[src/common/stind_pkg.sv]
// package of constants and types for the status indicator and service pin block
package stind_pkg;

  // clock rate and timing figures
  localparam int unsigned CLK_HZ          = 40000000;
  localparam int unsigned CFG_TOGGLE_MS   = 1000;
  localparam int unsigned CMD_TOGGLE_MS   = 500;
  localparam int unsigned FAULT_TOGGLE_MS = 250;
  localparam int unsigned FAULT_REBOOT_MS = 5000;
  localparam int unsigned WAKE_MIN_US     = 10;
  localparam int unsigned CFG_TOGGLE_CYC   = CLK_HZ / 1000 * CFG_TOGGLE_MS;
  localparam int unsigned CMD_TOGGLE_CYC   = CLK_HZ / 1000 * CMD_TOGGLE_MS;
  localparam int unsigned FAULT_TOGGLE_CYC = CLK_HZ / 1000 * FAULT_TOGGLE_MS;
  localparam int unsigned FAULT_REBOOT_CYC = CLK_HZ / 1000 * FAULT_REBOOT_MS;
  localparam int unsigned WAKE_MIN_CYC     = (CLK_HZ / 1000000) * WAKE_MIN_US;

  // forced service serial format
  localparam logic [16:0] SERVICE_BAUD      = 17'h09600;
  localparam logic [3:0]  SERVICE_DATA_BITS = 4'h8;
  localparam logic [1:0]  SERVICE_PARITY    = 2'h0;
  localparam logic [1:0]  SERVICE_STOP_BITS = 2'h1;

  // register offsets of the plain register port
  localparam logic [3:0] OFS_CTRL     = 4'h0;
  localparam logic [3:0] OFS_STATUS   = 4'h1;
  localparam logic [3:0] OFS_IRQ_STAT = 4'h2;
  localparam logic [3:0] OFS_IRQ_EN   = 4'h3;
  localparam logic [3:0] OFS_IRQ_CLR  = 4'h4;
  localparam logic [3:0] OFS_TX_IVL   = 4'h5;
  localparam logic [3:0] OFS_FAULT    = 4'h6;
  localparam logic [3:0] OFS_SER_CFG  = 4'h7;
  localparam logic [3:0] OFS_SER_ACT  = 4'h8;

  // control register field positions
  localparam int unsigned CTRL_SEARCH  = 0;
  localparam int unsigned CTRL_RX      = 1;
  localparam int unsigned CTRL_SLEEP   = 2;
  localparam int unsigned CTRL_TX      = 3;
  localparam int unsigned CTRL_CFGCON  = 4;
  localparam int unsigned CTRL_CMDCFG  = 5;
  localparam int unsigned CTRL_ESC     = 6;
  localparam int unsigned CTRL_FAULT   = 7;
  localparam logic [7:0]  CTRL_RST     = 8'h01;
  localparam logic [23:0] TX_IVL_RST   = 24'h3D0900;
  localparam logic [7:0]  FAULT_RST    = 8'h00;

  // interrupt bit positions
  localparam int unsigned IRQ_FAULT   = 0;
  localparam int unsigned IRQ_REBOOT  = 1;
  localparam int unsigned IRQ_WAKE    = 2;
  localparam int unsigned IRQ_SVC_ON  = 3;
  localparam int unsigned IRQ_SVC_OFF = 4;
  localparam int unsigned IRQ_N       = 5;

  // serial port format
  typedef struct packed {
    logic [16:0] baud;
    logic [3:0]  data_bits;
    logic [1:0]  parity;
    logic [1:0]  stop_bits;
  } stind_ser_fmt_t;

  localparam stind_ser_fmt_t SER_CFG_RST = '{baud: 17'h1C200, data_bits: 4'h8, parity: 2'h0, stop_bits: 2'h1};

  // indicator display modes
  typedef enum logic [2:0] {
    STIND_SEARCH = 3'b000,
    STIND_RX     = 3'b001,
    STIND_SLEEP  = 3'b010,
    STIND_TX     = 3'b011,
    STIND_CFGCON = 3'b100,
    STIND_CMD    = 3'b101,
    STIND_FAULT  = 3'b110
  } stind_mode_t;

endpackage : stind_pkg

[src/stind_blinker.sv]
// toggling generator for the status indicator
`timescale 1ns/100ps
module stind_blinker
  import stind_pkg::*;
#(
  parameter int unsigned CW = 32
) (
  input  wire logic          clk,       // module clock
  input  wire logic          rst,       // sync reset
  input  wire logic          restart,   // pulse: restart the interval
  input  wire logic [CW-1:0] interval,  // cycles between level changes
  output logic               level      // toggling level
);

  logic [CW-1:0] cnt_ff;
  logic          lvl_ff;
  wire           wrap = (cnt_ff + 1'b1 >= interval);

  // one level change per full interval, interval 0 treated as 1
  always_ff @(posedge clk) begin
    if (rst || restart) begin
      cnt_ff <= '0;
      lvl_ff <= 1'b1;
    end else if (wrap) begin
      cnt_ff <= '0;
      lvl_ff <= ~lvl_ff;
    end else begin
      cnt_ff <= cnt_ff + 1'b1;
    end
  end

  assign level = lvl_ff;

endmodule : stind_blinker

[src/stind_top.sv]
// status indicator, service pin and fault supervision of the radio module
//
// What this block does
// - searching for a frame: indicator held at one
// - indicator low during each received frame, high afterwards
// - light sleep: indicator held at zero
// - transmitting: indicator toggles at the transmission interval
// - configuration tool connected: indicator toggles every 1 s
// - command mode off but escape-enabled: toggle every 500 ms
// - fault: toggle every 250 ms, fault code stays readable
// - maintenance input low forces serial port to 38400 8N1
// - maintenance input changes no stored setting and no mode
// - maintenance input low forces the settings command set on
// - maintenance input active low with internal pull-up
// - serial data input active low, pulled up, idles high
// - clear-to-send driven active low when data can be accepted
// - power enable high turns module on, low shuts it down
// - fault blocks radio traffic and reboots after 5 s
// - light sleep wakes on serial input change lasting 10 us
//
// Design decisions made here: the register addresses and the plain strobed port.
`timescale 1ns/100ps
module stind_top
  import stind_pkg::*;
#(
  parameter int unsigned REBOOT_CYC = FAULT_REBOOT_CYC,
  parameter int unsigned CFG_CYC    = CFG_TOGGLE_CYC,
  parameter int unsigned CMD_CYC    = CMD_TOGGLE_CYC,
  parameter int unsigned FLT_CYC    = FAULT_TOGGLE_CYC
) (
  input  wire logic        clk,                       // module clock, 40 MHz
  input  wire logic        rst,                       // power enable low, sync
  input  wire logic        maint_access_n,            // maintenance pin, pulled up
  input  wire logic        host_to_module_serial_in,  // serial data from host, pulled up
  input  wire logic        modem_ready,               // modem can take serial data
  input  wire logic [3:0]  reg_addr,                  // register address
  input  wire logic [31:0] reg_wdata,                 // register write data
  input  wire logic        reg_wr,                    // write strobe
  input  wire logic        reg_rd,                    // read strobe
  output logic [31:0]      reg_rdata,                 // read data, cycle after strobe
  output logic             status_ind_out,            // status indicator pin
  output logic             clear_to_send_out_n,       // clear to send, active low
  output logic             svc_active,                // service access in force
  output logic             settings_cmd_en,           // settings command set enabled
  output stind_ser_fmt_t   ser_fmt,                   // active serial format
  output logic             radio_block,               // radio traffic blocked
  output logic             reboot_req,                // pulse: reboot request
  output logic             wake_evt,                  // pulse: wake from light sleep
  output logic             irq                        // level interrupt
);

  // pin synchronisers, the first stage is read by the second only
  logic svc_s1_ff, svc_s2_ff, svc_d_ff;
  logic ser_s1_ff, ser_s2_ff;

  always_ff @(posedge clk) begin
    if (rst) begin
      svc_s1_ff <= 1'b1;
      svc_s2_ff <= 1'b1;
      svc_d_ff  <= 1'b1;
      ser_s1_ff <= 1'b1;
      ser_s2_ff <= 1'b1;
    end else begin
      svc_s1_ff <= maint_access_n;
      svc_s2_ff <= svc_s1_ff;
      svc_d_ff  <= svc_s2_ff;
      ser_s1_ff <= host_to_module_serial_in;
      ser_s2_ff <= ser_s1_ff;
    end
  end

  // service access is low-active; a floating pin idles high by pull-up
  wire svc_on   = ~svc_s2_ff;
  wire svc_rise = ~svc_s2_ff & svc_d_ff;
  wire svc_fall = svc_s2_ff & ~svc_d_ff;

  // registers written by software
  logic [7:0]     ctrl_ff;
  logic [23:0]    tx_ivl_ff;
  logic [7:0]     fault_code_ff;
  stind_ser_fmt_t ser_cfg_ff;
  logic [IRQ_N-1:0] irq_stat_ff, irq_en_ff;

  wire wr_ctrl   = reg_wr && (reg_addr == OFS_CTRL);
  wire wr_irq_en = reg_wr && (reg_addr == OFS_IRQ_EN);
  wire wr_irq_cl = reg_wr && (reg_addr == OFS_IRQ_CLR);
  wire wr_tx_ivl = reg_wr && (reg_addr == OFS_TX_IVL);
  wire wr_fault  = reg_wr && (reg_addr == OFS_FAULT);
  wire wr_ser    = reg_wr && (reg_addr == OFS_SER_CFG);

  // stored serial settings are never touched by the service pin
  always_ff @(posedge clk) begin
    if (rst) begin
      ctrl_ff       <= CTRL_RST;
      tx_ivl_ff     <= TX_IVL_RST;
      fault_code_ff <= FAULT_RST;
      ser_cfg_ff    <= SER_CFG_RST;
      irq_en_ff     <= '0;
    end else begin
      if (wr_ctrl)   ctrl_ff       <= reg_wdata[7:0];
      if (wr_tx_ivl) tx_ivl_ff     <= reg_wdata[23:0];
      if (wr_fault)  fault_code_ff <= reg_wdata[7:0];
      if (wr_ser)    ser_cfg_ff    <= stind_ser_fmt_t'(reg_wdata[24:0]);
      if (wr_irq_en) irq_en_ff     <= reg_wdata[IRQ_N-1:0];
    end
  end

  // fault supervision: stays in fault until the reboot
  logic        fault_ff;
  logic [31:0] reboot_cnt_ff;
  wire         fault_set = wr_ctrl && reg_wdata[CTRL_FAULT] && !fault_ff;
  wire         reboot_now = fault_ff && (reboot_cnt_ff == REBOOT_CYC - 1);

  always_ff @(posedge clk) begin
    if (rst || reboot_now) begin
      fault_ff      <= 1'b0;
      reboot_cnt_ff <= '0;
    end else if (fault_set) begin
      fault_ff      <= 1'b1;
      reboot_cnt_ff <= '0;
    end else if (fault_ff) begin
      reboot_cnt_ff <= reboot_cnt_ff + 1'b1;
    end
  end

  assign radio_block = fault_ff;

  always_ff @(posedge clk) begin
    if (rst) reboot_req <= 1'b0;
    else     reboot_req <= reboot_now;
  end

  // wake detector: serial input must hold a changed level for 10 us
  logic [15:0] wake_cnt_ff;
  logic        wake_ff;
  wire         sleeping  = ctrl_ff[CTRL_SLEEP];
  wire         ser_moved = (ser_s2_ff != 1'b1);
  wire         wake_hit  = sleeping && ser_moved && (wake_cnt_ff == 16'(WAKE_MIN_CYC - 1));

  always_ff @(posedge clk) begin
    if (rst || !sleeping || !ser_moved) wake_cnt_ff <= '0;
    else if (!wake_hit)                 wake_cnt_ff <= wake_cnt_ff + 16'h0001;
    else                                wake_cnt_ff <= '0;
  end

  always_ff @(posedge clk) begin
    if (rst) wake_ff <= 1'b0;
    else     wake_ff <= wake_hit;
  end
  assign wake_evt = wake_ff;

  // service access forces format and command set while held low
  assign svc_active      = svc_on;
  assign settings_cmd_en = svc_on | ctrl_ff[CTRL_CMDCFG] | ctrl_ff[CTRL_ESC];
  always_ff @(posedge clk) begin
    if (rst) ser_fmt <= SER_CFG_RST;
    else if (svc_on)
      ser_fmt <= '{baud: SERVICE_BAUD, data_bits: SERVICE_DATA_BITS,
                   parity: SERVICE_PARITY, stop_bits: SERVICE_STOP_BITS};
    else ser_fmt <= ser_cfg_ff;
  end

  // clear to send low while the modem takes data and the module is awake; a fault does not gate it
  always_ff @(posedge clk) begin
    if (rst) clear_to_send_out_n <= 1'b1;
    else     clear_to_send_out_n <= ~(modem_ready && !sleeping);
  end

  // indicator mode selection by priority
  stind_mode_t mode;
  wire cmd_blink = !ctrl_ff[CTRL_CMDCFG] && ctrl_ff[CTRL_ESC];
  assign mode = fault_ff              ? STIND_FAULT  :
                ctrl_ff[CTRL_CFGCON]  ? STIND_CFGCON :
                cmd_blink             ? STIND_CMD    :
                ctrl_ff[CTRL_TX]      ? STIND_TX     :
                ctrl_ff[CTRL_RX]      ? STIND_RX     :
                ctrl_ff[CTRL_SLEEP]   ? STIND_SLEEP  : STIND_SEARCH;

  logic [31:0] interval;
  always_comb begin
    case (mode)
      STIND_FAULT:  interval = FLT_CYC;
      STIND_CFGCON: interval = CFG_CYC;
      STIND_CMD:    interval = CMD_CYC;
      STIND_TX:     interval = {8'h00, tx_ivl_ff};
      default:      interval = 32'h00000001;
    endcase
  end

  // restart the blink phase whenever the mode changes
  stind_mode_t mode_d_ff;
  always_ff @(posedge clk) begin
    if (rst) mode_d_ff <= STIND_SEARCH;
    else     mode_d_ff <= mode;
  end

  logic blink;
  stind_blinker #(.CW(32)) u_blink (
    .clk      (clk),
    .rst      (rst),
    .restart  (mode != mode_d_ff),
    .interval (interval),
    .level    (blink)
  );

  // indicator output register
  always_ff @(posedge clk) begin
    if (rst) status_ind_out <= 1'b1;
    else begin
      case (mode)
        STIND_SEARCH: status_ind_out <= 1'b1;
        STIND_RX:     status_ind_out <= 1'b0;
        STIND_SLEEP:  status_ind_out <= 1'b0;
        STIND_TX,
        STIND_CFGCON,
        STIND_CMD,
        STIND_FAULT:  status_ind_out <= blink;
        default:      status_ind_out <= 1'b1;
      endcase
    end
  end

  // sticky interrupt status, set wins over clear
  wire [IRQ_N-1:0] irq_evt;
  assign irq_evt[IRQ_FAULT]   = fault_set;
  assign irq_evt[IRQ_REBOOT]  = reboot_now;
  assign irq_evt[IRQ_WAKE]    = wake_hit;
  assign irq_evt[IRQ_SVC_ON]  = svc_rise;
  assign irq_evt[IRQ_SVC_OFF] = svc_fall;
  wire [IRQ_N-1:0] irq_clr = wr_irq_cl ? reg_wdata[IRQ_N-1:0] : '0;

  always_ff @(posedge clk) begin
    if (rst) irq_stat_ff <= '0;
    else     irq_stat_ff <= (irq_stat_ff & ~irq_clr) | irq_evt;
  end
  assign irq = |(irq_stat_ff & irq_en_ff);

  // read mux; unmapped and write-only offsets read zero
  wire [31:0] status_word = {20'h00000, fault_code_ff, svc_on, settings_cmd_en, fault_ff, status_ind_out};
  logic [31:0] rd_mux;
  always_comb begin
    case (reg_addr)
      OFS_CTRL:     rd_mux = {24'h000000, ctrl_ff};
      OFS_STATUS:   rd_mux = status_word;
      OFS_IRQ_STAT: rd_mux = {27'h0000000, irq_stat_ff};
      OFS_IRQ_EN:   rd_mux = {27'h0000000, irq_en_ff};
      OFS_TX_IVL:   rd_mux = {8'h00, tx_ivl_ff};
      OFS_FAULT:    rd_mux = {24'h000000, fault_code_ff};
      OFS_SER_CFG:  rd_mux = {7'h00, ser_cfg_ff};
      OFS_SER_ACT:  rd_mux = {7'h00, ser_fmt};
      default:      rd_mux = 32'h00000000;
    endcase
  end

  always_ff @(posedge clk) begin
    if (rst)         reg_rdata <= 32'h00000000;
    else if (reg_rd) reg_rdata <= rd_mux;
    else             reg_rdata <= 32'h00000000;
  end

  // assertions
  property p_search_high;
    @(posedge clk) disable iff (rst) (mode == STIND_SEARCH && $past(mode) == STIND_SEARCH) |=> status_ind_out;
  endproperty
  a_search_high: assert property (p_search_high) else $error("indicator not high while searching");

  property p_rx_low;
    @(posedge clk) disable iff (rst) (mode == STIND_RX) |=> !status_ind_out;
  endproperty
  a_rx_low: assert property (p_rx_low) else $error("indicator not low during frame");

  property p_sleep_low;
    @(posedge clk) disable iff (rst) (mode == STIND_SLEEP) |=> !status_ind_out;
  endproperty
  a_sleep_low: assert property (p_sleep_low) else $error("indicator not low in sleep");

  property p_fault_prio;
    @(posedge clk) disable iff (rst) fault_ff |-> (mode == STIND_FAULT && interval == FLT_CYC);
  endproperty
  a_fault_prio: assert property (p_fault_prio) else $error("fault does not own indicator");

  property p_svc_fmt;
    @(posedge clk) disable iff (rst) svc_on |=> (ser_fmt.baud == SERVICE_BAUD && ser_fmt.parity == SERVICE_PARITY);
  endproperty
  a_svc_fmt: assert property (p_svc_fmt) else $error("service format not forced");

  property p_svc_cmd;
    @(posedge clk) disable iff (rst) svc_on |-> settings_cmd_en;
  endproperty
  a_svc_cmd: assert property (p_svc_cmd) else $error("command set not forced on");

  property p_restore;
    @(posedge clk) disable iff (rst) (!svc_on && $past(svc_on) && !wr_ser) |=> (ser_fmt == ser_cfg_ff);
  endproperty
  a_restore: assert property (p_restore) else $error("serial settings not restored");

  property p_cfg_keep;
    @(posedge clk) disable iff (rst) ((svc_rise || svc_fall) && !wr_ser && !wr_ctrl) |=>
      ($stable(ser_cfg_ff) && $stable(ctrl_ff));
  endproperty
  a_cfg_keep: assert property (p_cfg_keep) else $error("stored settings changed");

  property p_cts;
    @(posedge clk) disable iff (rst) (modem_ready && !sleeping) |=> !clear_to_send_out_n;
  endproperty
  a_cts: assert property (p_cts) else $error("clear to send not asserted");

  property p_reboot;
    @(posedge clk) disable iff (rst) reboot_now |=> (reboot_req && !fault_ff);
  endproperty
  a_reboot: assert property (p_reboot) else $error("reboot not issued");

  property p_cts_off;
    @(posedge clk) disable iff (rst) (!modem_ready || sleeping) |=> clear_to_send_out_n;
  endproperty
  a_cts_off: assert property (p_cts_off) else $error("clear to send asserted while not ready");

  property p_fault_block;
    @(posedge clk) disable iff (rst) fault_set |=> (radio_block && irq_stat_ff[IRQ_FAULT]);
  endproperty
  a_fault_block: assert property (p_fault_block) else $error("fault does not block radio traffic");

  property p_cmd_cfg_on;
    @(posedge clk) disable iff (rst) (ctrl_ff[CTRL_CMDCFG] && !fault_ff && !ctrl_ff[CTRL_CFGCON]) |-> (mode != STIND_CMD);
  endproperty
  a_cmd_cfg_on: assert property (p_cmd_cfg_on) else $error("command blink while command mode on");

  // spacing between indicator changes, counted once the blink phase has settled
  logic [31:0] ind_run_ff;
  logic        ind_prev_ff;
  logic [1:0]  ind_seen_ff;
  wire         ind_edge = (status_ind_out != ind_prev_ff);

  // the first changes after a mode switch may be restart artefacts, so they are not judged
  always_ff @(posedge clk) begin
    if (rst) begin
      ind_run_ff  <= 32'h00000000;
      ind_prev_ff <= 1'b1;
      ind_seen_ff <= 2'h0;
    end else begin
      ind_prev_ff <= status_ind_out;
      ind_run_ff  <= ind_edge ? 32'h00000001 : ind_run_ff + 32'h00000001;
      if (mode != mode_d_ff)                    ind_seen_ff <= 2'h0;
      else if (ind_edge && ind_seen_ff != 2'h3) ind_seen_ff <= ind_seen_ff + 2'h1;
    end
  end

  property p_blink_ivl;
    @(posedge clk) disable iff (rst) (ind_edge && ind_seen_ff == 2'h3 && mode == mode_d_ff &&
      (mode == STIND_FAULT || mode == STIND_CFGCON || mode == STIND_CMD)) |-> (ind_run_ff == interval);
  endproperty
  a_blink_ivl: assert property (p_blink_ivl) else $error("indicator blink spacing wrong");

endmodule : stind_top

[config.mk]
export PLATFORM = sky130hd
export DESIGN_NAME = stind_top
export DESIGN_NICKNAME = d
export VERILOG_FILES = /design/src/common/stind_pkg.sv /design/src/stind_blinker.sv /design/src/stind_top.sv
export SDC_FILE = /design/constraint.sdc
export NUM_CORES = 1
export LEC_CHECK = 0
export BUFFER_PORTS_ARGS = -buffer_cell sky130_fd_sc_hd__buf_2
export CORE_MARGIN = 1
export CORE_UTILIZATION = 50
export DETAILED_ROUTE_END_ITERATION = 16
export GPL_TIMING_DRIVEN = 0
export PLACE_DENSITY = 0.78
export REMOVE_ABC_BUFFERS = 1
export SYNTH_ARGS = -nofsm -noshare
export SYNTH_HDL_FRONTEND = slang
export SYNTH_HIERARCHICAL = 1
export SYNTH_SLANG_ARGS = --single-unit
[constraint.sdc]
create_clock -name clk -period 6.41 [get_ports clk]
set_clock_uncertainty 0.15 [all_clocks]
set_input_delay 0.641 -clock clk [delete_from_list [all_inputs] [get_ports clk]]
set_output_delay 0.641 -clock clk [all_outputs]
set_load 0.01 [all_outputs]
---- After elaboration in Yosys (flattened, before gate mapping) ----
Cells that the tools add are included.
word-level totals
  bits in registers ....................... 226
  input port bits ......................... 43
  output and inout port bits .............. 65
  word-level logic and storage cells ...... 105
cells by class
  add/subtract/negate cells ............... 3
  magnitude comparators ................... 1
  equality and inequality tests ........... 17
  muxes and demuxes ....................... 11
  bitwise gates (word level) .............. 14
  reduce and logical (&&, ||, !) cells .... 29
operator list
  operator                                                                  number
  25-bit case mux with 8 select lines                                       1
  26-bit case mux with 4 select lines                                       1
  32-bit by 1-bit adder with 32-bit output (second input constant)          2
  32-bit by 28-bit equality test with 1-bit output (second input constant)  1
  32-bit by 26-bit >= comparator with 1-bit output                          1
  25-bit 2-to-1 mux                                                         1
  16-bit by 1-bit adder with 16-bit output (second input constant)          1
  16-bit by 9-bit equality test with 1-bit output (second input constant)   1
  4-bit by 3-bit equality test with 1-bit output (second input constant)    4
  1-bit logical AND                                                         13
  2-bit OR reduction                                                        6
  5-bit AND                                                                 2
  3-bit equality test (second input constant)                               3
  3-bit 2-to-1 mux                                                          3
  4-bit by 2-bit equality test with 1-bit output (second input constant)    2
  3-bit by 2-bit equality test with 1-bit output (second input constant)    2
  2-bit 2-to-1 mux                                                          3
  1-bit NOT                                                                 6
  5-bit 2-to-1 mux                                                          1
  5-bit NOT                                                                 1
  5-bit OR                                                                  1
  5-bit OR reduction                                                        1
  4-bit by 1-bit equality test with 1-bit output (second input constant)    1
  4-bit equality test (second input constant)                               1
  9 further kinds                                                           16

---- Depth between registers and ports, before layout ----
  word-level depth ........................ 10
  depth in mapped cells ................... 15
  mapped depth without buffers ............ 12

---- By module ----
Netlist, hierarchy kept.
modules (own cells, without submodules)
  module         instances  cells an instance  area an instance (um^2)  seq. area each (um^2)
  stind_top      1          893                7708.6                   3723.6
  stind_blinker  1          261                2313.5                   660.6

---- Worst setup path before layout ----
No wires, ideal clock.
  path type ............................... register to register
  start ................................... register fault_ff (netlist: radio_block)
  end ..................................... register u_blink.cnt_ff[2]
  library setup time ...................... 0.118 ns
  data arrival time ....................... 3.015 ns
  required time ........................... 6.142 ns
  setup slack ............................. 3.127 ns
  cell stages (with the launch flop) ...... 15
  path buffers ............................ 3
  period minus slack after synthesis ...... 3.283 ns
  cell sequence ........................... dfxtp_1 > nor2_1 > and3_1 > clkbuf_1 > clkbuf_1 > a21o_1 > inv_1 > ha_1 > nand4_1 > or3_1 > a2111oi_1 > o41ai_2 > nand3_2 > buf_2 > nor2b_1
between the ends
  longest elaborated chain between the ends .. 5
  elaborated cells between the ends (all ways) .. 10
  classes of those cells .................. order compare: 1; eq/ne: 5; mux: 2; reduce/logical: 2
ends and longest elaborated chain
  what                                                                                   line                 text
  from (decl)                                                                            stind_top.sv:109     logic fault_ff;
  from (signal assigned)                                                                 stind_top.sv:116     fault_ff <= 1'b0;
  from (signal assigned)                                                                 stind_top.sv:119     fault_ff <= 1'b1;
  3-bit 2-to-1 mux *                                                                     stind_top.sv:172     assign mode = fault_ff ? STIND_FAULT :
  3-bit by 2-bit equality test with 1-bit output or 3-bit equality test (tied branches)  stind_top.sv:181     case (mode)
  26-bit case mux with 4 select lines *                                                  stind_top.sv:181
  net interval[13]                                                                       stind_top.sv:179     logic [31:0] interval;
  32-bit by 26-bit >= comparator with 1-bit output *                                     stind_blinker.sv:17  wire wrap = (cnt_ff + 1'b1 >= interval);
  2-bit OR reduction (no source line) *                                                  -
  to (signal assigned)                                                                   stind_blinker.sv:28  cnt_ff <= cnt_ff + 1'b1;
  to (decl)                                                                              stind_blinker.sv:15  logic [CW-1:0] cnt_ff;
The timed path passes the listed nets; every way through them passes the cells marked *.
A chain may end at the register's enable or synchronous reset.

---- Worst setup path after layout ----
  start ................................... register fault_ff (netlist: radio_block)
  end ..................................... register u_blink.cnt_ff[31]
Same word-level chain as after synthesis.

==> impl_metrics.prom <==
# TYPE chip_impl_metric gauge
chip_impl_metric{name="synth_edf_count",unit=""} 0
chip_impl_metric{name="pin_count_of_the_biggest_net_entering_global_routing",unit=""} 77
chip_impl_metric{name="clkPwrFrac",unit="%"} 49.7
chip_impl_metric{name="setup_viol",unit=""} 0
chip_impl_metric{name="cts-hold-fix-buffers",unit=""} 0
chip_impl_metric{name="share_seq_of_total_power",unit="%"} 45.6
chip_impl_metric{name="floorplan.core_area",unit="mm^2"} 0.0195
chip_impl_metric{name="post_dp_cell_area",unit="mm^2"} 0.0106
chip_impl_metric{name="cts.sink_count",unit=""} 219
chip_impl_metric{name="cpPeakStageDelay",unit="ps"} 780
chip_impl_metric{name="gpl.final_weighted_congestion",unit=""} 0.855
chip_impl_metric{name="final_worst_path_cycle_share",unit="%"} 73.0
chip_impl_metric{name="hold-path-cell-count",unit=""} 2
chip_impl_metric{name="final-max-slew-violation-count",unit=""} 0
chip_impl_metric{name="via_count",unit=""} 8288
chip_impl_metric{name="switchingPower",unit="mW"} 0.684
chip_impl_metric{name="route.detailed.vias_per_inst",unit=""} 5.49
chip_impl_info{name="synth-main-ff-cell",value="sky130_fd_sc_hd__dfxtp_1"} 1
chip_impl_metric{name="ioPinCount",unit=""} 108
chip_impl_info{name="worst_setup_path_start_kind",value="register"} 1
chip_impl_metric{name="reg2reg_setup_slack",unit="ps"} 1730
chip_impl_metric{name="setup_total_negative_slack",unit="ps"} 0
chip_impl_metric{name="final_util",unit="%"} 58.9
chip_impl_metric{name="gr-usage-all-layers",unit="%"} 24.1
chip_impl_metric{name="grt_pass1_vias",unit=""} 7819
chip_impl_info{name="status",value="complete, no violations"} 1
chip_impl_metric{name="initialDrtViolationCount",unit=""} 655
chip_impl_metric{name="rr_worst_depth",unit=""} 12
chip_impl_metric{name="portBuffers",unit=""} 93
chip_impl_info{name="unrepaired_setup_endpoints_after_global_routing",value="false"} 1
chip_impl_metric{name="layout-drive-gt1-share",unit="%"} 15.3
chip_impl_metric{name="n_fill_cell",unit=""} 1700
chip_impl_metric{name="hpwlAfterDp",unit="mm"} 16.4
chip_impl_info{name="critical_path_class",value="reg2reg"} 1
chip_impl_metric{name="ys_warn_count",unit=""} 6
chip_impl_metric{name="place_inst",unit=""} 1462
chip_impl_info{name="crit_path_cell_trace",value="nor2_1, and3_1, nand2_1, nand2_1, inv_1, ha_1, a21oi_1, o21ai_0, a221o_1, a211oi_2, nand3_2, and2b_1"} 1
chip_impl_metric{name="drt_wl_total",unit="mm"} 24.8
chip_impl_metric{name="ff_latch_count_synth",unit=""} 219
chip_impl_metric{name="total_non_filler_cell_area_in_the_finished_layout",unit="mm^2"} 0.0115
chip_impl_metric{name="fmaxAchievable",unit="MHz"} 214
chip_impl_metric{name="worstSetupPathDepth",unit=""} 12
chip_impl_metric{name="global_route_wire_length_before_repair",unit="mm"} 39.4
chip_impl_metric{name="max_slew.worst_pin.slew",unit="ps"} 1180
chip_impl_info{name="synth_top_cells_by_count",value="sky130_fd_sc_hd__dfxtp_1, sky130_fd_sc_hd__nand2_1, sky130_fd_sc_hd__a21oi_1"} 1
chip_impl_metric{name="dieHeight",unit="um"} 144
chip_impl_info{name="cpMaxStageDelayCell",value="sky130_fd_sc_hd__and3_1"} 1
chip_impl_metric{name="sw_frac_of_total",unit="%"} 22.4
chip_impl_metric{name="drt_drc_violations_left",unit=""} 0
chip_impl_metric{name="maxCapViolations",unit=""} 0
chip_impl_metric{name="total_leakage_power",unit="nW"} 4.62
chip_impl_metric{name="instances_no_fill",unit=""} 1509
chip_impl_metric{name="netlist_area",unit="mm^2"} 0.0100
chip_impl_info{name="min_path_type",value="in2reg"} 1
chip_impl_metric{name="width_of_the_chip",unit="um"} 144
chip_impl_metric{name="slew_headroom",unit="%"} 21.0
chip_impl_metric{name="final_routed_wire_length_divided_by_cell_count",unit="um"} 16.4
chip_impl_metric{name="synth-async-reset-ratio",unit="%"} 0
chip_impl_metric{name="synth.distinct_cells",unit=""} 70
chip_impl_metric{name="grt-ovfl-total",unit=""} 0
chip_impl_metric{name="firstDrtPassIters",unit=""} 6
chip_impl_metric{name="timing_hold_violations_final",unit=""} 0
chip_impl_metric{name="floorplan.rows",unit=""} 51
chip_impl_metric{name="clock_latency",unit="ps"} 530
chip_impl_metric{name="design.die.area",unit="mm^2"} 0.0206
chip_impl_info{name="critical_path.endpoint_type",value="register"} 1
chip_impl_info{name="synth_top_area_cell",value="sky130_fd_sc_hd__dfxtp_1"} 1
chip_impl_metric{name="worstPathArrival",unit="ps"} 5010
chip_impl_metric{name="cts_resized",unit=""} 0
chip_impl_metric{name="yosysSeqAreaShare",unit="%"} 43.7
chip_impl_metric{name="cts_buffers",unit=""} 24
chip_impl_metric{name="powerDensity",unit="mW/mm^2"} 265
chip_impl_metric{name="cts_post_setup_buffers_inserted",unit=""} 0
chip_impl_metric{name="cp_max_fo",unit=""} 32
chip_impl_metric{name="grt_antenna_before_repair",unit=""} 1
chip_impl_metric{name="postSynthCellCount",unit=""} 1154
chip_impl_metric{name="clock_transition_at_the_registers_of_the_reported_paths",unit="ps"} 60
chip_impl_metric{name="critPathBufInv",unit=""} 1
chip_impl_info{name="cp_common_cell",value="sky130_fd_sc_hd__nand2_1"} 1
chip_impl_info{name="tritoncts_clock_tree",value="done"} 1
chip_impl_metric{name="antenna_left",unit=""} 0
chip_impl_metric{name="irDropWorstVdd",unit="mV"} 0.228
chip_impl_info{name="synthTopCellsByArea",value="sky130_fd_sc_hd__dfxtp_1, sky130_fd_sc_hd__nand2_1, sky130_fd_sc_hd__a21oi_1"} 1
chip_impl_metric{name="area_used_by_sequential_logic_in_the_layout",unit="mm^2"} 0.00438
chip_impl_metric{name="min_period",unit="ps"} 4680
chip_impl_metric{name="finalNetCount",unit=""} 1302
chip_impl_metric{name="synthDominantCellAreaShare",unit="%"} 43.7
chip_impl_metric{name="pwr-share-comb",unit="%"} 4.7
chip_impl_metric{name="p_int",unit="mW"} 2.36
chip_impl_info{name="critical-path-top-delay-family",value="simple AND/OR/NAND/NOR gates"} 1
chip_impl_metric{name="syn_area_per_cell",unit="um^2"} 8.68
chip_impl_info{name="cts_root_buffer",value="sky130_fd_sc_hd__clkbuf_16"} 1
chip_impl_metric{name="cts-htree-levels",unit=""} 1
chip_impl_metric{name="req_time_crit_path",unit="ps"} 6740
chip_impl_metric{name="cts-root-to-sink-buffers",unit=""} 3
chip_impl_metric{name="multi_input_comb_area",unit="mm^2"} 0.00518
chip_impl_metric{name="areaGrowthSynthToFinish",unit="%"} 14.8
chip_impl_metric{name="initial_core_util",unit="%"} 51.3
chip_impl_info{name="yosysMostFrequentCell",value="sky130_fd_sc_hd__dfxtp_1"} 1
[path summary, 6_finish.rpt]
kind,from,to
hold reg to reg,svc_s1_ff,svc_s2_ff
setup / recovery,radio_block,u_blink/cnt_ff[31]
hold / removal,maint_access_n,svc_s1_ff
setup reg to reg,radio_block,u_blink/cnt_ff[31]
[routing by layer]
metal  vias to the layer above  global-route usage, %  share of wire [%]  routed length (um)
li1                       4047                      -                  -                   -
met1                      3911                   33.2                 45               11100
met2                       279                   38.0                 45               11200
met3                        51                   4.20                7.3                1820
met4                         0                   8.51                2.5                 631
met5                         -                      0                  0                   0
[power groups by stage]
stage / combinational, mW / clock (mW) / sequential [mW]
finish: 0.142 / 1.52 / 1.39
global route: 0.157 / 1.59 / 1.39
CTS: 0.139 / 1.52 / 1.39
detailed placement: 0.138 / 0 / 1.42
global placement: 0.133 / 0 / 1.42
floorplan: 0.0731 / 0 / 1.42
[flip-flops by register name, indices dropped and copies added, names as in the netlist, 3 cells and up]
signal and flops:
reboot_cnt_ff 32, u_blink/cnt_ff 32, reg_rdata 25, ser_cfg_ff 25, ser_fmt 25, tx_ivl_ff 24
wake_cnt_ff 16, ctrl_ff 8, fault_code_ff 8, irq_en_ff 5, irq_stat_ff 5, mode_d_ff 3
[per-stage QoR]
step,power [mW],hold slack (ps),worst slack (ps)
2_1_floorplan,1.49,239,2820
3_3_place_gp,1.55,241,1040
3_5_place_dp,1.56,248,1750
4_1_cts,3.05,133,1780
5_1_grt,3.13,141,1320
6_report,3.05,140,1730
[cells in the final DEF (no fill, tap or decap), drive strengths merged, types with 29 or more instances in the layout]
cell,count
a21oi,95
and2,29
buf,97
clkbuf,29
dfxtp,219
ha,35
inv,51
nand2,188
nand3,33
nor2,93
nor2b,34
xnor2,43
xor2,33
[final cells by class]
class                      instances  share of cell area (%)
multi-input combinational        831                    45.0
sequential                       219                    38.1
clock buffer                      29                    5.73
timing repair buffer              97                    4.60
tap                              265                    2.88
clock inverter                    15                    1.95
inverter                          51                    1.66
antenna                            2                  0.0435
[worst register-to-register path, cell delays in order (launching register included)]
cell and delay (ps):
sky130_fd_sc_hd__dfxtp_1 580, sky130_fd_sc_hd__nor2_1 520, sky130_fd_sc_hd__and3_1 780, sky130_fd_sc_hd__nand2_1 110
sky130_fd_sc_hd__nand2_1 90, sky130_fd_sc_hd__inv_1 80, sky130_fd_sc_hd__ha_1 320, sky130_fd_sc_hd__a21oi_1 130
sky130_fd_sc_hd__o21ai_0 100, sky130_fd_sc_hd__a221o_1 390, sky130_fd_sc_hd__a211oi_2 400, sky130_fd_sc_hd__nand3_2 590
sky130_fd_sc_hd__and2b_1 400
[logic make-up after synthesis]
logic type,count (synthesis),synth area share [%]
simple gates,509,26.4
fa+ha+maj,35,4.37
flops,219,43.7
compound gates,175,11.0
mux,23,2.50
xor+xnor,76,6.87
buf+inv,116,5.03
other cells,1,0.0374
Note: power is estimated with default switching activity, not from simulation.
